### src/hpt_defines.vh
// Constants shared by the host-port flag and receive-output logic.
// Assumes a 25 MHz core clock that samples every pin through two flip-flops.
`ifndef HPT_DEFINES_VH
`define HPT_DEFINES_VH

// ----------------------------------------------------------------------------
// Transmit buffer geometry
// ----------------------------------------------------------------------------
`define HPT_TX_DEPTH        256
`define HPT_TX_CNT_W        9
`define HPT_TX_HALF_LEVEL   9'h080
`define HPT_TX_CNT_RST      9'h000

// ----------------------------------------------------------------------------
// Clear and self-test timing
// ----------------------------------------------------------------------------
`define HPT_CLR_EDGES       3'h7
`define HPT_CLR_DONE_CYC    8'h04
`define HPT_SEQ_LEN         9'h1ff
`define HPT_SEQ_RST         9'h000

// ----------------------------------------------------------------------------
// Receive side
// ----------------------------------------------------------------------------
`define HPT_RX_W            8
`define HPT_RX_HALF_CYC     8'h04
`define HPT_RX_DATA_RST     8'h00

`endif

### src/hpt_sync_edge.v
// Two-flop synchronisers with rising-edge detection for a group of pins.
// Assumes each pin is asynchronous to core_clk_i.
`timescale 1ns/1ps
module hpt_sync_edge #(
   parameter W = 1
) (
   input  wire         core_clk_i,
   input  wire         rst_i,
   input  wire [W-1:0] pin_i,
   output wire [W-1:0] level_o,
   output wire [W-1:0] rise_o
);
   reg [W-1:0] meta_q;
   reg [W-1:0] sync_q;
   reg [W-1:0] prev_q;

   // -------------------------------------------------------------------------
   // Synchroniser chain
   // -------------------------------------------------------------------------
   // The edge detector looks only at the second and third stages, never at
   // the metastable first stage.
   genvar g;
   generate
      for (g = 0; g < W; g = g + 1) begin : g_bit
         always @(posedge core_clk_i or posedge rst_i) begin
            if (rst_i) begin
               meta_q[g] <= 1'b0;
               sync_q[g] <= 1'b0;
               prev_q[g] <= 1'b0;
            end else begin
               meta_q[g] <= pin_i[g];
               sync_q[g] <= meta_q[g];
               prev_q[g] <= sync_q[g];
            end
         end
      end
   endgenerate

   assign level_o = sync_q;
   assign rise_o  = sync_q & ~prev_q;
endmodule // hpt_sync_edge

### src/hpt_buf2.v
// Two-entry first-in first-out buffer with valid/ready on both sides.
// Assumes both sides run on core_clk_i.
`timescale 1ns/1ps
module hpt_buf2 #(
   parameter W = 8
) (
   input  wire         core_clk_i,
   input  wire         rst_i,
   input  wire         in_valid_i,
   output wire         in_ready_o,
   input  wire [W-1:0] in_data_i,
   output wire         out_valid_o,
   input  wire         out_ready_i,
   output wire [W-1:0] out_data_o
);
   reg [W-1:0] head_q;
   reg [W-1:0] tail_q;
   reg [1:0]   cnt_q;
   wire        push;
   wire        pop;

   assign in_ready_o  = (cnt_q != 2'h2);
   assign out_valid_o = (cnt_q != 2'h0);
   assign out_data_o  = head_q;
   assign push        = in_valid_i & in_ready_o;
   assign pop         = out_ready_i & out_valid_o;

   always @(posedge core_clk_i or posedge rst_i) begin
      if (rst_i) begin
         head_q <= {W{1'b0}};
         tail_q <= {W{1'b0}};
         cnt_q  <= 2'h0;
      end else begin
         if (push && !pop)
            cnt_q <= cnt_q + 2'h1;
         else if (pop && !push)
            cnt_q <= cnt_q - 2'h1;
         if (pop) begin
            head_q <= (cnt_q == 2'h2) ? tail_q : in_data_i;
            if (push && cnt_q == 2'h2)
               tail_q <= in_data_i;
         end else if (push) begin
            if (cnt_q == 2'h0)
               head_q <= in_data_i;
            else
               tail_q <= in_data_i;
         end
      end
   end
endmodule // hpt_buf2

### src/hpt_host_port.v
// Host-port status flags of the transmit buffer and the receive clock/data outputs.
// Assumes all pins are asynchronous; encoder and decoder strobes are core_clk_i logic.
`timescale 1ns/1ps
`include "hpt_defines.vh"
module hpt_host_port #(
   parameter TX_DEPTH   = `HPT_TX_DEPTH,
   parameter RX_W       = `HPT_RX_W
) (
   input  wire            core_clk_i,
   input  wire            rst_i,
   input  wire            tx_host_clock_i,
   input  wire            reference_clock_i,
   input  wire            chip_sel_n_i,
   input  wire            tx_write_enable_i,
   input  wire            tx_buffer_clear_n_i,
   input  wire            buffer_bypass_sel_i,
   input  wire            tx_selftest_enable_n_i,
   input  wire            external_buffer_mode_i,
   input  wire            codec_bypass_i,
   input  wire            rx_output_enable_i,
   input  wire            rx_host_clock_i,
   output wire            rx_host_clock_o,
   output wire            rx_host_clock_oe_n_o,
   input  wire            enc_read_i,
   input  wire            enc_char_tick_i,
   input  wire            tx_accept_i,
   output wire            tx_char_avail_o,
   input  wire            rx_char_valid_i,
   output wire            rx_char_ready_o,
   input  wire            rx_char_is_cmd_i,
   input  wire [RX_W-1:0] rx_char_decoded_i,
   input  wire [RX_W-1:0] rx_char_raw_i,
   output wire            tx_half_flag_o,
   output wire            tx_half_flag_oe_n_o,
   output wire            tx_empty_flag_o,
   output wire            tx_empty_flag_oe_n_o,
   output wire [RX_W-1:0] rx_word_out_o,
   output wire            rx_word_out_oe_n_o
);
   localparam CW = `HPT_TX_CNT_W;

   // -------------------------------------------------------------------------
   // Pin synchronisation
   // -------------------------------------------------------------------------
   wire [10:0] pin_lvl;
   wire [10:0] pin_rise;

   hpt_sync_edge #(.W(11)) u_sync (
      .core_clk_i (core_clk_i),
      .rst_i      (rst_i),
      .pin_i      ({rx_host_clock_i, rx_output_enable_i, codec_bypass_i,
                    external_buffer_mode_i, tx_selftest_enable_n_i,
                    buffer_bypass_sel_i, tx_buffer_clear_n_i, tx_write_enable_i,
                    chip_sel_n_i, reference_clock_i, tx_host_clock_i}),
      .level_o    (pin_lvl),
      .rise_o     (pin_rise)
   );

   wire tx_rise   = pin_rise[0];
   wire ref_rise  = pin_rise[1];
   wire cs_n_s    = pin_lvl[2];
   wire wr_en_s   = pin_lvl[3];
   wire clr_n_s   = pin_lvl[4];
   wire buf_en    = pin_lvl[5];
   wire st_on     = ~pin_lvl[6];
   wire ext_mode  = pin_lvl[7];
   wire dec_on    = pin_lvl[8];
   wire rx_en_s   = pin_lvl[9];
   wire rxin_rise = pin_rise[10];

   // Enables follow external mode polarity, like the empty flag; the half flag is active high in both modes.
   function act_level;
      input level;
      input ext;
      begin
         act_level = ext ? level : ~level;
      end
   endfunction

   wire wr_act = act_level(wr_en_s, ext_mode);
   wire rx_act = act_level(rx_en_s, ext_mode);

   // -------------------------------------------------------------------------
   // Transmit buffer occupancy and selection
   // -------------------------------------------------------------------------
   reg [CW-1:0] tx_cnt_q;
   reg          tx_cs_prev_q;
   reg          tx_wr_pend_q;
   reg [2:0]    clr_cnt_q;
   reg          clr_q;
   reg [7:0]    clr_done_q;
   wire         wr_now;
   wire         tx_write;
   wire         tx_read;

   assign wr_now   = wr_act & tx_cs_prev_q;
   // External mode takes the word one edge after the enable is seen.
   assign tx_write = tx_rise & buf_en & ~clr_q & (ext_mode ? tx_wr_pend_q : wr_now)
                     & (tx_cnt_q != TX_DEPTH[CW-1:0]);
   assign tx_read  = enc_read_i & buf_en & ~clr_q & ~st_on
                     & (tx_cnt_q != `HPT_TX_CNT_RST);
   assign tx_char_avail_o = buf_en & ~clr_q & ~st_on & (tx_cnt_q != `HPT_TX_CNT_RST);

   always @(posedge core_clk_i or posedge rst_i) begin
      if (rst_i) begin
         tx_cnt_q     <= `HPT_TX_CNT_RST;
         tx_cs_prev_q <= 1'b0;
         tx_wr_pend_q <= 1'b0;
      end else begin
         if (tx_rise) begin
            tx_cs_prev_q <= ~cs_n_s;
            tx_wr_pend_q <= wr_now;
         end
         if (clr_q)
            tx_cnt_q <= `HPT_TX_CNT_RST;
         else if (tx_write && !tx_read)
            tx_cnt_q <= tx_cnt_q + {{(CW-1){1'b0}}, 1'b1};
         else if (tx_read && !tx_write)
            tx_cnt_q <= tx_cnt_q - {{(CW-1){1'b0}}, 1'b1};
      end
   end

   // -------------------------------------------------------------------------
   // Transmit buffer clear
   // -------------------------------------------------------------------------
   // The clear holds while its pin stays low, then lets a short settling
   // count pass so both sides of the buffer are back at zero.
   always @(posedge core_clk_i or posedge rst_i) begin
      if (rst_i) begin
         clr_cnt_q  <= 3'h0;
         clr_q      <= 1'b0;
         clr_done_q <= 8'h00;
      end else begin
         if (!buf_en) begin
            clr_cnt_q <= 3'h0;
         end else if (tx_rise) begin
            if (!wr_act && !cs_n_s && !clr_n_s) begin
               if (clr_cnt_q != `HPT_CLR_EDGES)
                  clr_cnt_q <= clr_cnt_q + 3'h1;
            end else begin
               clr_cnt_q <= 3'h0;
            end
         end
         if (buf_en && tx_rise && !wr_act && !cs_n_s && !clr_n_s
             && clr_cnt_q == `HPT_CLR_EDGES - 3'h1) begin
            clr_q      <= 1'b1;
            clr_done_q <= 8'h00;
         end else if (clr_q) begin
            if (!clr_n_s)
               clr_done_q <= 8'h00;
            else if (clr_done_q == `HPT_CLR_DONE_CYC)
               clr_q <= 1'b0;
            else
               clr_done_q <= clr_done_q + 8'h01;
         end
      end
   end

   // -------------------------------------------------------------------------
   // Self-test sequence position
   // -------------------------------------------------------------------------
   reg [8:0] seq_q;
   reg       seq_end_q;
   wire      flag_edge;
   wire      seq_wrap;

   assign flag_edge = buf_en ? tx_rise : ref_rise;
   assign seq_wrap  = st_on & enc_char_tick_i & (seq_q == `HPT_SEQ_LEN - 9'h001);

   always @(posedge core_clk_i or posedge rst_i) begin
      if (rst_i) begin
         seq_q     <= `HPT_SEQ_RST;
         seq_end_q <= 1'b0;
      end else begin
         if (!st_on)
            seq_q <= `HPT_SEQ_RST;
         else if (enc_char_tick_i)
            seq_q <= seq_wrap ? `HPT_SEQ_RST : seq_q + 9'h001;
         // A wrap in the cycle of the flag edge survives the consume.
         if (seq_wrap)
            seq_end_q <= 1'b1;
         else if (flag_edge || !st_on)
            seq_end_q <= 1'b0;
      end
   end

   // -------------------------------------------------------------------------
   // Flag registers
   // -------------------------------------------------------------------------
   reg half_q;
   reg empty_pin_q;
   reg empty_oe_n_q;
   reg empty_act;

   always @* begin
      if (st_on)
         empty_act = seq_end_q;
      else if (!buf_en)
         empty_act = tx_accept_i;
      else if (clr_q)
         empty_act = 1'b0;
      else
         empty_act = ~cs_n_s & (tx_cnt_q == `HPT_TX_CNT_RST);
   end

   always @(posedge core_clk_i or posedge rst_i) begin
      if (rst_i) begin
         half_q       <= 1'b0;
         empty_pin_q  <= 1'b0;
         empty_oe_n_q <= 1'b1;
      end else if (flag_edge) begin
         half_q       <= buf_en & (clr_q
                         | (~cs_n_s & (tx_cnt_q >= `HPT_TX_HALF_LEVEL)));
         empty_pin_q  <= act_level(empty_act, ext_mode);
         empty_oe_n_q <= cs_n_s;
      end
   end

   assign tx_half_flag_o       = half_q;
   assign tx_half_flag_oe_n_o  = rst_i;
   assign tx_empty_flag_o      = empty_pin_q;
   assign tx_empty_flag_oe_n_o = empty_oe_n_q;

   // -------------------------------------------------------------------------
   // Receive character clock
   // -------------------------------------------------------------------------
   // The character clock runs free at all times so a bypassed host always sees
   // edges; the pin carries it only while the buffers are bypassed.
   reg       rx_host_clock_q;
   reg [7:0] rx_host_clock_cnt_q;
   reg       own_rise_q;
   wire      rx_edge;

   always @(posedge core_clk_i or posedge rst_i) begin
      if (rst_i) begin
         rx_host_clock_q     <= 1'b0;
         rx_host_clock_cnt_q <= 8'h00;
         own_rise_q  <= 1'b0;
      end else begin
         own_rise_q <= 1'b0;
         if (rx_host_clock_cnt_q == `HPT_RX_HALF_CYC) begin
            rx_host_clock_q     <= ~rx_host_clock_q;
            rx_host_clock_cnt_q <= 8'h00;
            own_rise_q  <= ~rx_host_clock_q;
         end else begin
            rx_host_clock_cnt_q <= rx_host_clock_cnt_q + 8'h01;
         end
      end
   end

   assign rx_host_clock_o      = rx_host_clock_q;
   assign rx_host_clock_oe_n_o = buf_en;
   assign rx_edge              = buf_en ? rxin_rise : own_rise_q;

   // -------------------------------------------------------------------------
   // Receive data path
   // -------------------------------------------------------------------------
   wire              bo_valid;
   wire [2*RX_W:0]   bo_data;
   reg               rx_cs_prev_q;
   reg               rx_sel_q;
   reg               rx_oe_n_q;
   reg  [RX_W-1:0]   rx_word_q;
   wire              rx_pop;

   assign rx_pop = rx_edge & rx_sel_q & bo_valid;

   hpt_buf2 #(.W(2*RX_W+1)) u_rxbuf (
      .core_clk_i  (core_clk_i),
      .rst_i       (rst_i),
      .in_valid_i  (rx_char_valid_i),
      .in_ready_o  (rx_char_ready_o),
      .in_data_i   ({rx_char_is_cmd_i, rx_char_decoded_i, rx_char_raw_i}),
      .out_valid_o (bo_valid),
      .out_ready_i (rx_pop),
      .out_data_o  (bo_data)
   );

   always @(posedge core_clk_i or posedge rst_i) begin
      if (rst_i) begin
         rx_cs_prev_q <= 1'b0;
         rx_sel_q     <= 1'b0;
         rx_oe_n_q    <= 1'b1;
         rx_word_q    <= `HPT_RX_DATA_RST;
      end else if (rx_edge) begin
         rx_cs_prev_q <= ~cs_n_s;
         rx_sel_q     <= rx_act & rx_cs_prev_q;
         rx_oe_n_q    <= ~(rx_act & rx_cs_prev_q);
         if (rx_pop) begin
            if (!dec_on)
               rx_word_q <= bo_data[RX_W-1:0];
            else if (!bo_data[2*RX_W])
               rx_word_q <= bo_data[2*RX_W-1:RX_W];
         end
      end
   end

   assign rx_word_out_o      = rx_word_q;
   assign rx_word_out_oe_n_o = rx_oe_n_q;
endmodule // hpt_host_port

### config.mk
export PLATFORM = sky130hd
export DESIGN_NAME = hpt_host_port
export DESIGN_NICKNAME = d
export VERILOG_FILES = /design/src/hpt_sync_edge.v /design/src/hpt_buf2.v /design/src/hpt_host_port.v
export VERILOG_INCLUDE_DIRS = /design/src /design/src/src
export SDC_FILE = /design/constraint.sdc
export NUM_CORES = 1
export LEC_CHECK = 0
export BUFFER_PORTS_ARGS = -buffer_cell sky130_fd_sc_hd__clkbuf_2
export CAP_MARGIN = 5
export CORE_UTILIZATION = 40
export CTS_CLUSTER_DIAMETER = 30
export DETAILED_ROUTE_END_ITERATION = 16
export PLACE_DENSITY = 0.67
export SLEW_MARGIN = 0
export SYNTH_ARGS = -nofsm -noshare
export SYNTH_HDL_FRONTEND = slang
export SYNTH_SLANG_ARGS = --single-unit
### constraint.sdc
create_clock -name core_clk_i -period 3.7 [get_ports core_clk_i]
set_input_delay 0.74 -clock core_clk_i [delete_from_list [all_inputs] [get_ports core_clk_i]]
set_output_delay 0.74 -clock core_clk_i [all_outputs]
set_load 0.01 [all_outputs]
# After elaboration in Yosys (flattened, before gate mapping)
# Index checks and enable logic that the tools add are counted.
# totals
regBits	126
inputBits	34
output_inout_bits	17
elab_cells	189
# classes
n_addsub	8
order_cmp	1
n_eq_ne	14
n_mux	43
bitwise_logic	33
n_reduce_logical	36
# op_table
op	count
$mux 17	8
$mux 8	7
$mux 9	6
$and 1x1->1	22
$add 9x1->9 const B	2
$add 8x1->8 const B	2
$eq 8x3->1 const B	2
$mux 1	16
$reduce_bool 2->1	7
$logic_and 1x1->1	12
$mux 3	4
$and 11x11->11	1
$not 11->11	1
$eq 9x9->1 const B	1
$ge 9x8->1 const B	1
$logic_not 9->1	1
$ne 3x3->1 const B	3
$ne 9x9->1 const B	1
$reduce_bool 9->1	1
$sub 9x1->9 const B	1
$ne 2x2->1 const B	4
$not 1->1	8
$logic_not 1->1	7
$reduce_and 2->1	3
12 further kinds	14

# Depth between registers and ports, before layout
# depth
word_depth	11
depth_mapped	12
depth_no_buf	11

# Hierarchy
# Synthesis repeated with hierarchy kept, for this count alone.
# hier_totals
hier_cells	551
hier_area_um2	6157.2
# by_module_without_submodules
module	instances	cells_each	area_per_inst_um2	seq_area_each_um2
hpt_host_port	1	341	3309.4	1428.9
hpt_buf2	1	165	1866.8	900.9
hpt_sync_edge	1	45	980.9	825.8

# Least setup slack after synthesis
# No wires, ideal clock.
# synth_path
kind	reg2reg
startpoint	register u_sync.sync_q[7], in the netlist u_sync.level_o[7]
endpoint	register tx_cnt_q[8]
setup_ns	0.104
t_arrival_ns	3.103
required_ns	3.596
path_slack_ns	0.493
stages_incl_launch_ff	11
n_path_buf	0
synth_period_minus_slack_ns	3.207
cell_sequence	dfrtp_1 > or3b_4 > a2111oi_4 > nand3_1 > ha_1 > or2_2 > a21oi_1 > a31oi_1 > xor2_1 > or4b_1 > o311ai_1
# synth_between
elab_chain_cells	8
elab_cells_between_ends	11
classes_between	mux: 4; bitwise: 3; reduce/logical: 4
# synth_lines
item	line_no	source
start: declaration	hpt_sync_edge.v:14	reg [W-1:0] sync_q;
start signal: indexed assignment	hpt_sync_edge.v:32	sync_q[g] <= meta_q[g];
$mux 1	hpt_host_port.v:76	act_level = ext ? level : ~level;
$and 1x1->1	hpt_host_port.v:96	assign wr_now = wr_act & tx_cs_prev_q;
$mux 1 (*)	hpt_host_port.v:98	assign tx_write = tx_rise & buf_en & ~clr_q & (ext_mode ? tx_wr_pend_q : wr_now)
$and 1x1->1 (*)	hpt_host_port.v:98	
$and 1x1->1 (*)	hpt_host_port.v:99	& (tx_cnt_q != TX_DEPTH[CW-1:0]);
$logic_and 1x1->1 or $logic_not 1->1 (tied branches)	hpt_host_port.v:116, hpt_host_port.v:118	
$mux 9 or $logic_and 1x1->1 (tied branches)	hpt_host_port.v:116, hpt_host_port.v:118	
$mux 9 or $reduce_bool 3->1 (tied branches)	n/a	
end signal: assignment	hpt_host_port.v:115	tx_cnt_q <= `HPT_TX_CNT_RST;
end signal: assignment	hpt_host_port.v:117	tx_cnt_q <= tx_cnt_q + {{(CW-1){1'b0}}, 1'b1};
end signal: assignment	hpt_host_port.v:119	tx_cnt_q <= tx_cnt_q - {{(CW-1){1'b0}}, 1'b1};
end: declaration	hpt_host_port.v:86	reg [CW-1:0] tx_cnt_q;
# Mark *: on every way between the ends. The rest lies on a longest branch, timed or not.
# A chain may end at the register's enable or synchronous reset.

# Final worst setup path
# Ends and elaborated chain as after synthesis.

==> results.ini <==
[detailed_routing]
firstDrtPassIters=4
vias_per_cell=5.08
wl_per_cell_um=14.2
vias=3682
ant_nets=0
drc=0
wl_um=10300
drtIter0Drc=224

[place]
gp_congestion=0.767
place_area_um2=5820
dp_hpwl_um=7020
io_buffers=50

[synthesis]
syn_area_um2=5340
yosysSeqAreaShare=0.554
ys_seq_elements=118
synth_warnings=0
async_flop_share=1.00
synth_cells=479
synthFlopType=dfrtp_1
avgSynthCellArea_um2=11.1
synth.distinct_cells=54
synth_nets=532
synth_edf_count=0

[grt]
grt_pass1_vias=3834
gr-total-overflow=0
grt_max_degree=61
grt_pass1_wl_um=18000
grtUsageTotal=0.164
grt_antenna_before_repair=0

[sta]
fin_crit_sh=0.935
fmax_ghz=0.289
finalClockSkew_ns=0.00803
hold_viol_final=0
finalCriticalPeriod_ns=3.46
grt_setup_unrepaired=no
slew_headroom=0.362
finalSetupViolCount=0
report.final.slew_viol_count=0
tightest_slew_ns=0.945
tns_ns=0

[critical_path]
path_buf_inv=0
critPathMaxStageDelay_ns=0.49
crit_family=simple AND/OR/NAND/NOR gates
cp-end-kind=flip-flop
path_class=flip-flop to flip-flop
crit_arrival_ns=3.77
crit_chain=or3b_4, a2111oi_4, nand3_2, ha_1, and3_1, a21oi_1, a31oi_1, xor2_1, or4b_1, o311ai_1
critPathSlowestCell=ha_1
crit_path_max_fanout=10
worstSetupStartpointType=flip-flop
cp.required_ns=4.01

[cts]
numCtsBuffers=17
cts_hold_buf=0
cts_root_buf=clkbuf_16
clkSlewWorstSetupHoldPaths_ns=0.06
tritoncts=yes
clk_path_buf_depth=2
cts_setup_buffers=0
htree_num_levels=4
ctsResizeCount=0
clk_latency_ns=0.40
cts.sinks=118

[cells_and_area]
final_area_um2=6470
antenna_cells=0
drive_gt1_frac=0.217
multi_input_comb_area_um2=2260
syn2layout_area_growth_pct=21.2
n_fill_cell=1152
ff_latch_area_um2=2960
nets=593

[floorplan]
initial_core_util=0.416
pin_count=51
fp-row-count=41
dieArea_um2=13800
core_um2=12800
die_h_um=118
die_w_um=118

[min_path]
hp-class=flip-flop to flip-flop

[pwr]
ir_worst_vdd_v=0.000405
total_leakage_power_nw=3.09
powerDensity_nw_per_um2=707

[flow_run]
drv_cap=0

[outcome]
status=completed

metrics by stage:
stage	util	hold WS [ns]	total power [mW]	instances	setup WS, ns
3_3_place_gp	0.454	0.334	2.76	693	0.279
4_1_cts	0.504	0.344	4.62	725	0.0860
6_report	0.504	0.343	4.57	725	0.240
3_5_place_dp	0.454	0.336	2.83	693	0.0957
5_1_grt	0.504	0.349	4.83	725	0.0591
2_1_floorplan	-	0.331	2.52	479	0.493
sequential cells by signal, indices dropped and copies added, names as in the netlist, 2 cells and up:
name / count
u_rxbuf.out_data_o: 17
clr_cnt_q: 3
seq_q: 9
u_sync.prev_q: 3
tx_cnt_q: 9
u_rxbuf.cnt_q: 2
u_sync.level_o: 11
u_sync.meta_q: 11
rx_word_out_o: 8
rx_host_clock_cnt_q: 8
u_rxbuf.tail_q: 17
clr_done_q: 8
final timing paths:
check	from	endpoint	cells after the start	slack (ns)
max in group asynchronous	rst_i	tx_empty_flag_oe_n_o	3	2.43
max	u_sync.level_o[7]	tx_cnt_q[8]	10	0.24
min	u_sync.meta_q[4]	u_sync.level_o[4]	0	0.34
min reg2reg	u_sync.meta_q[4]	u_sync.level_o[4]	0	0.34
min in group asynchronous	rst_i	u_rxbuf.out_data_o[4]	2	0.48
max reg2reg	u_sync.level_o[7]	tx_cnt_q[8]	10	0.24
synthesized netlist by cell type (3+ instances only):
master	n	area, um^2
nor3_1	9	45.0
mux2_2	19	214
a21oi_1	9	45.0
and2_1	3	18.8
xor2_1	10	87.6
mux2i_1	28	280
or3_1	3	18.8
nor2_1	24	90.1
nand2_1	59	221
and3_1	7	43.8
clkbuf_1	11	41.3
nor2b_1	4	25.0
o21ai_0	43	215
dfrtp_1	116	2900
a21o_1	5	37.5
nor4_1	3	18.8
o31ai_1	11	82.6
nand3_1	14	70.1
a22o_1	5	43.8
nand2b_1	7	43.8
buf_2	4	20.0
o21ai_1	4	20.0
ha_1	18	225
inv_1	15	56.3
a31oi_1	3	18.8
xnor2_1	11	96.3
metal layers:
layer | global-route usage | vias up | wire [um]
li1 | - | 1810 | -
met2 | 0.270 | 55 | 5090
met3 | 0.0499 | 17 | 324
met4 | 0.0697 | 0 | 180
met5 | 0 | - | 0
met1 | 0.200 | 1800 | 4700
cells in the final DEF, fill, tap and decap left out, drive strengths merged, types with 2 or more instances in the layout:
cell type / n
a21o: 5
a21oi: 10
a22o: 5
a22oi: 2
a31oi: 3
and2: 3
and3: 7
buf: 9
bufinv: 4
clkbuf: 75
clkinvlp: 3
dfrtp: 116
dfstp: 2
ha: 18
inv: 15
mux2: 20
mux2i: 28
nand2: 59
nand2b: 7
nand3: 14
nand4: 2
nand4b: 2
nor2: 24
nor2b: 4
nor3: 9
nor4: 3
o21ai: 47
o31ai: 11
o41ai: 2
or2: 3
or3: 3
or3b: 2
xnor2: 11
xor2: 10
final cells by class:
cell class                      instances  area share
Clock inverter                          7      0.0217
Inverter                               16     0.00987
Multi-Input combinational cell        328       0.349
Timing Repair Buffer                   59      0.0511
Clock buffer                           25      0.0782
Sequential cell                       118       0.457
Tap cell                              172      0.0333
cells by family after synthesis:
group	synth area share
xor+xnor	0.0345
buf+inv	0.0249
compound gates	0.111
mux	0.0954
flops	0.554
fa+ha+maj	0.0460
simple gates	0.135
report_power, final:
group / switching [mW] / internal [mW] / total, mW
Combinational: 0.523 / 0.468 / 0.991
Sequential: 0.207 / 1.61 / 1.82
Clock: 0.548 / 1.22 / 1.76
Power figures use the tool's default switching activity.
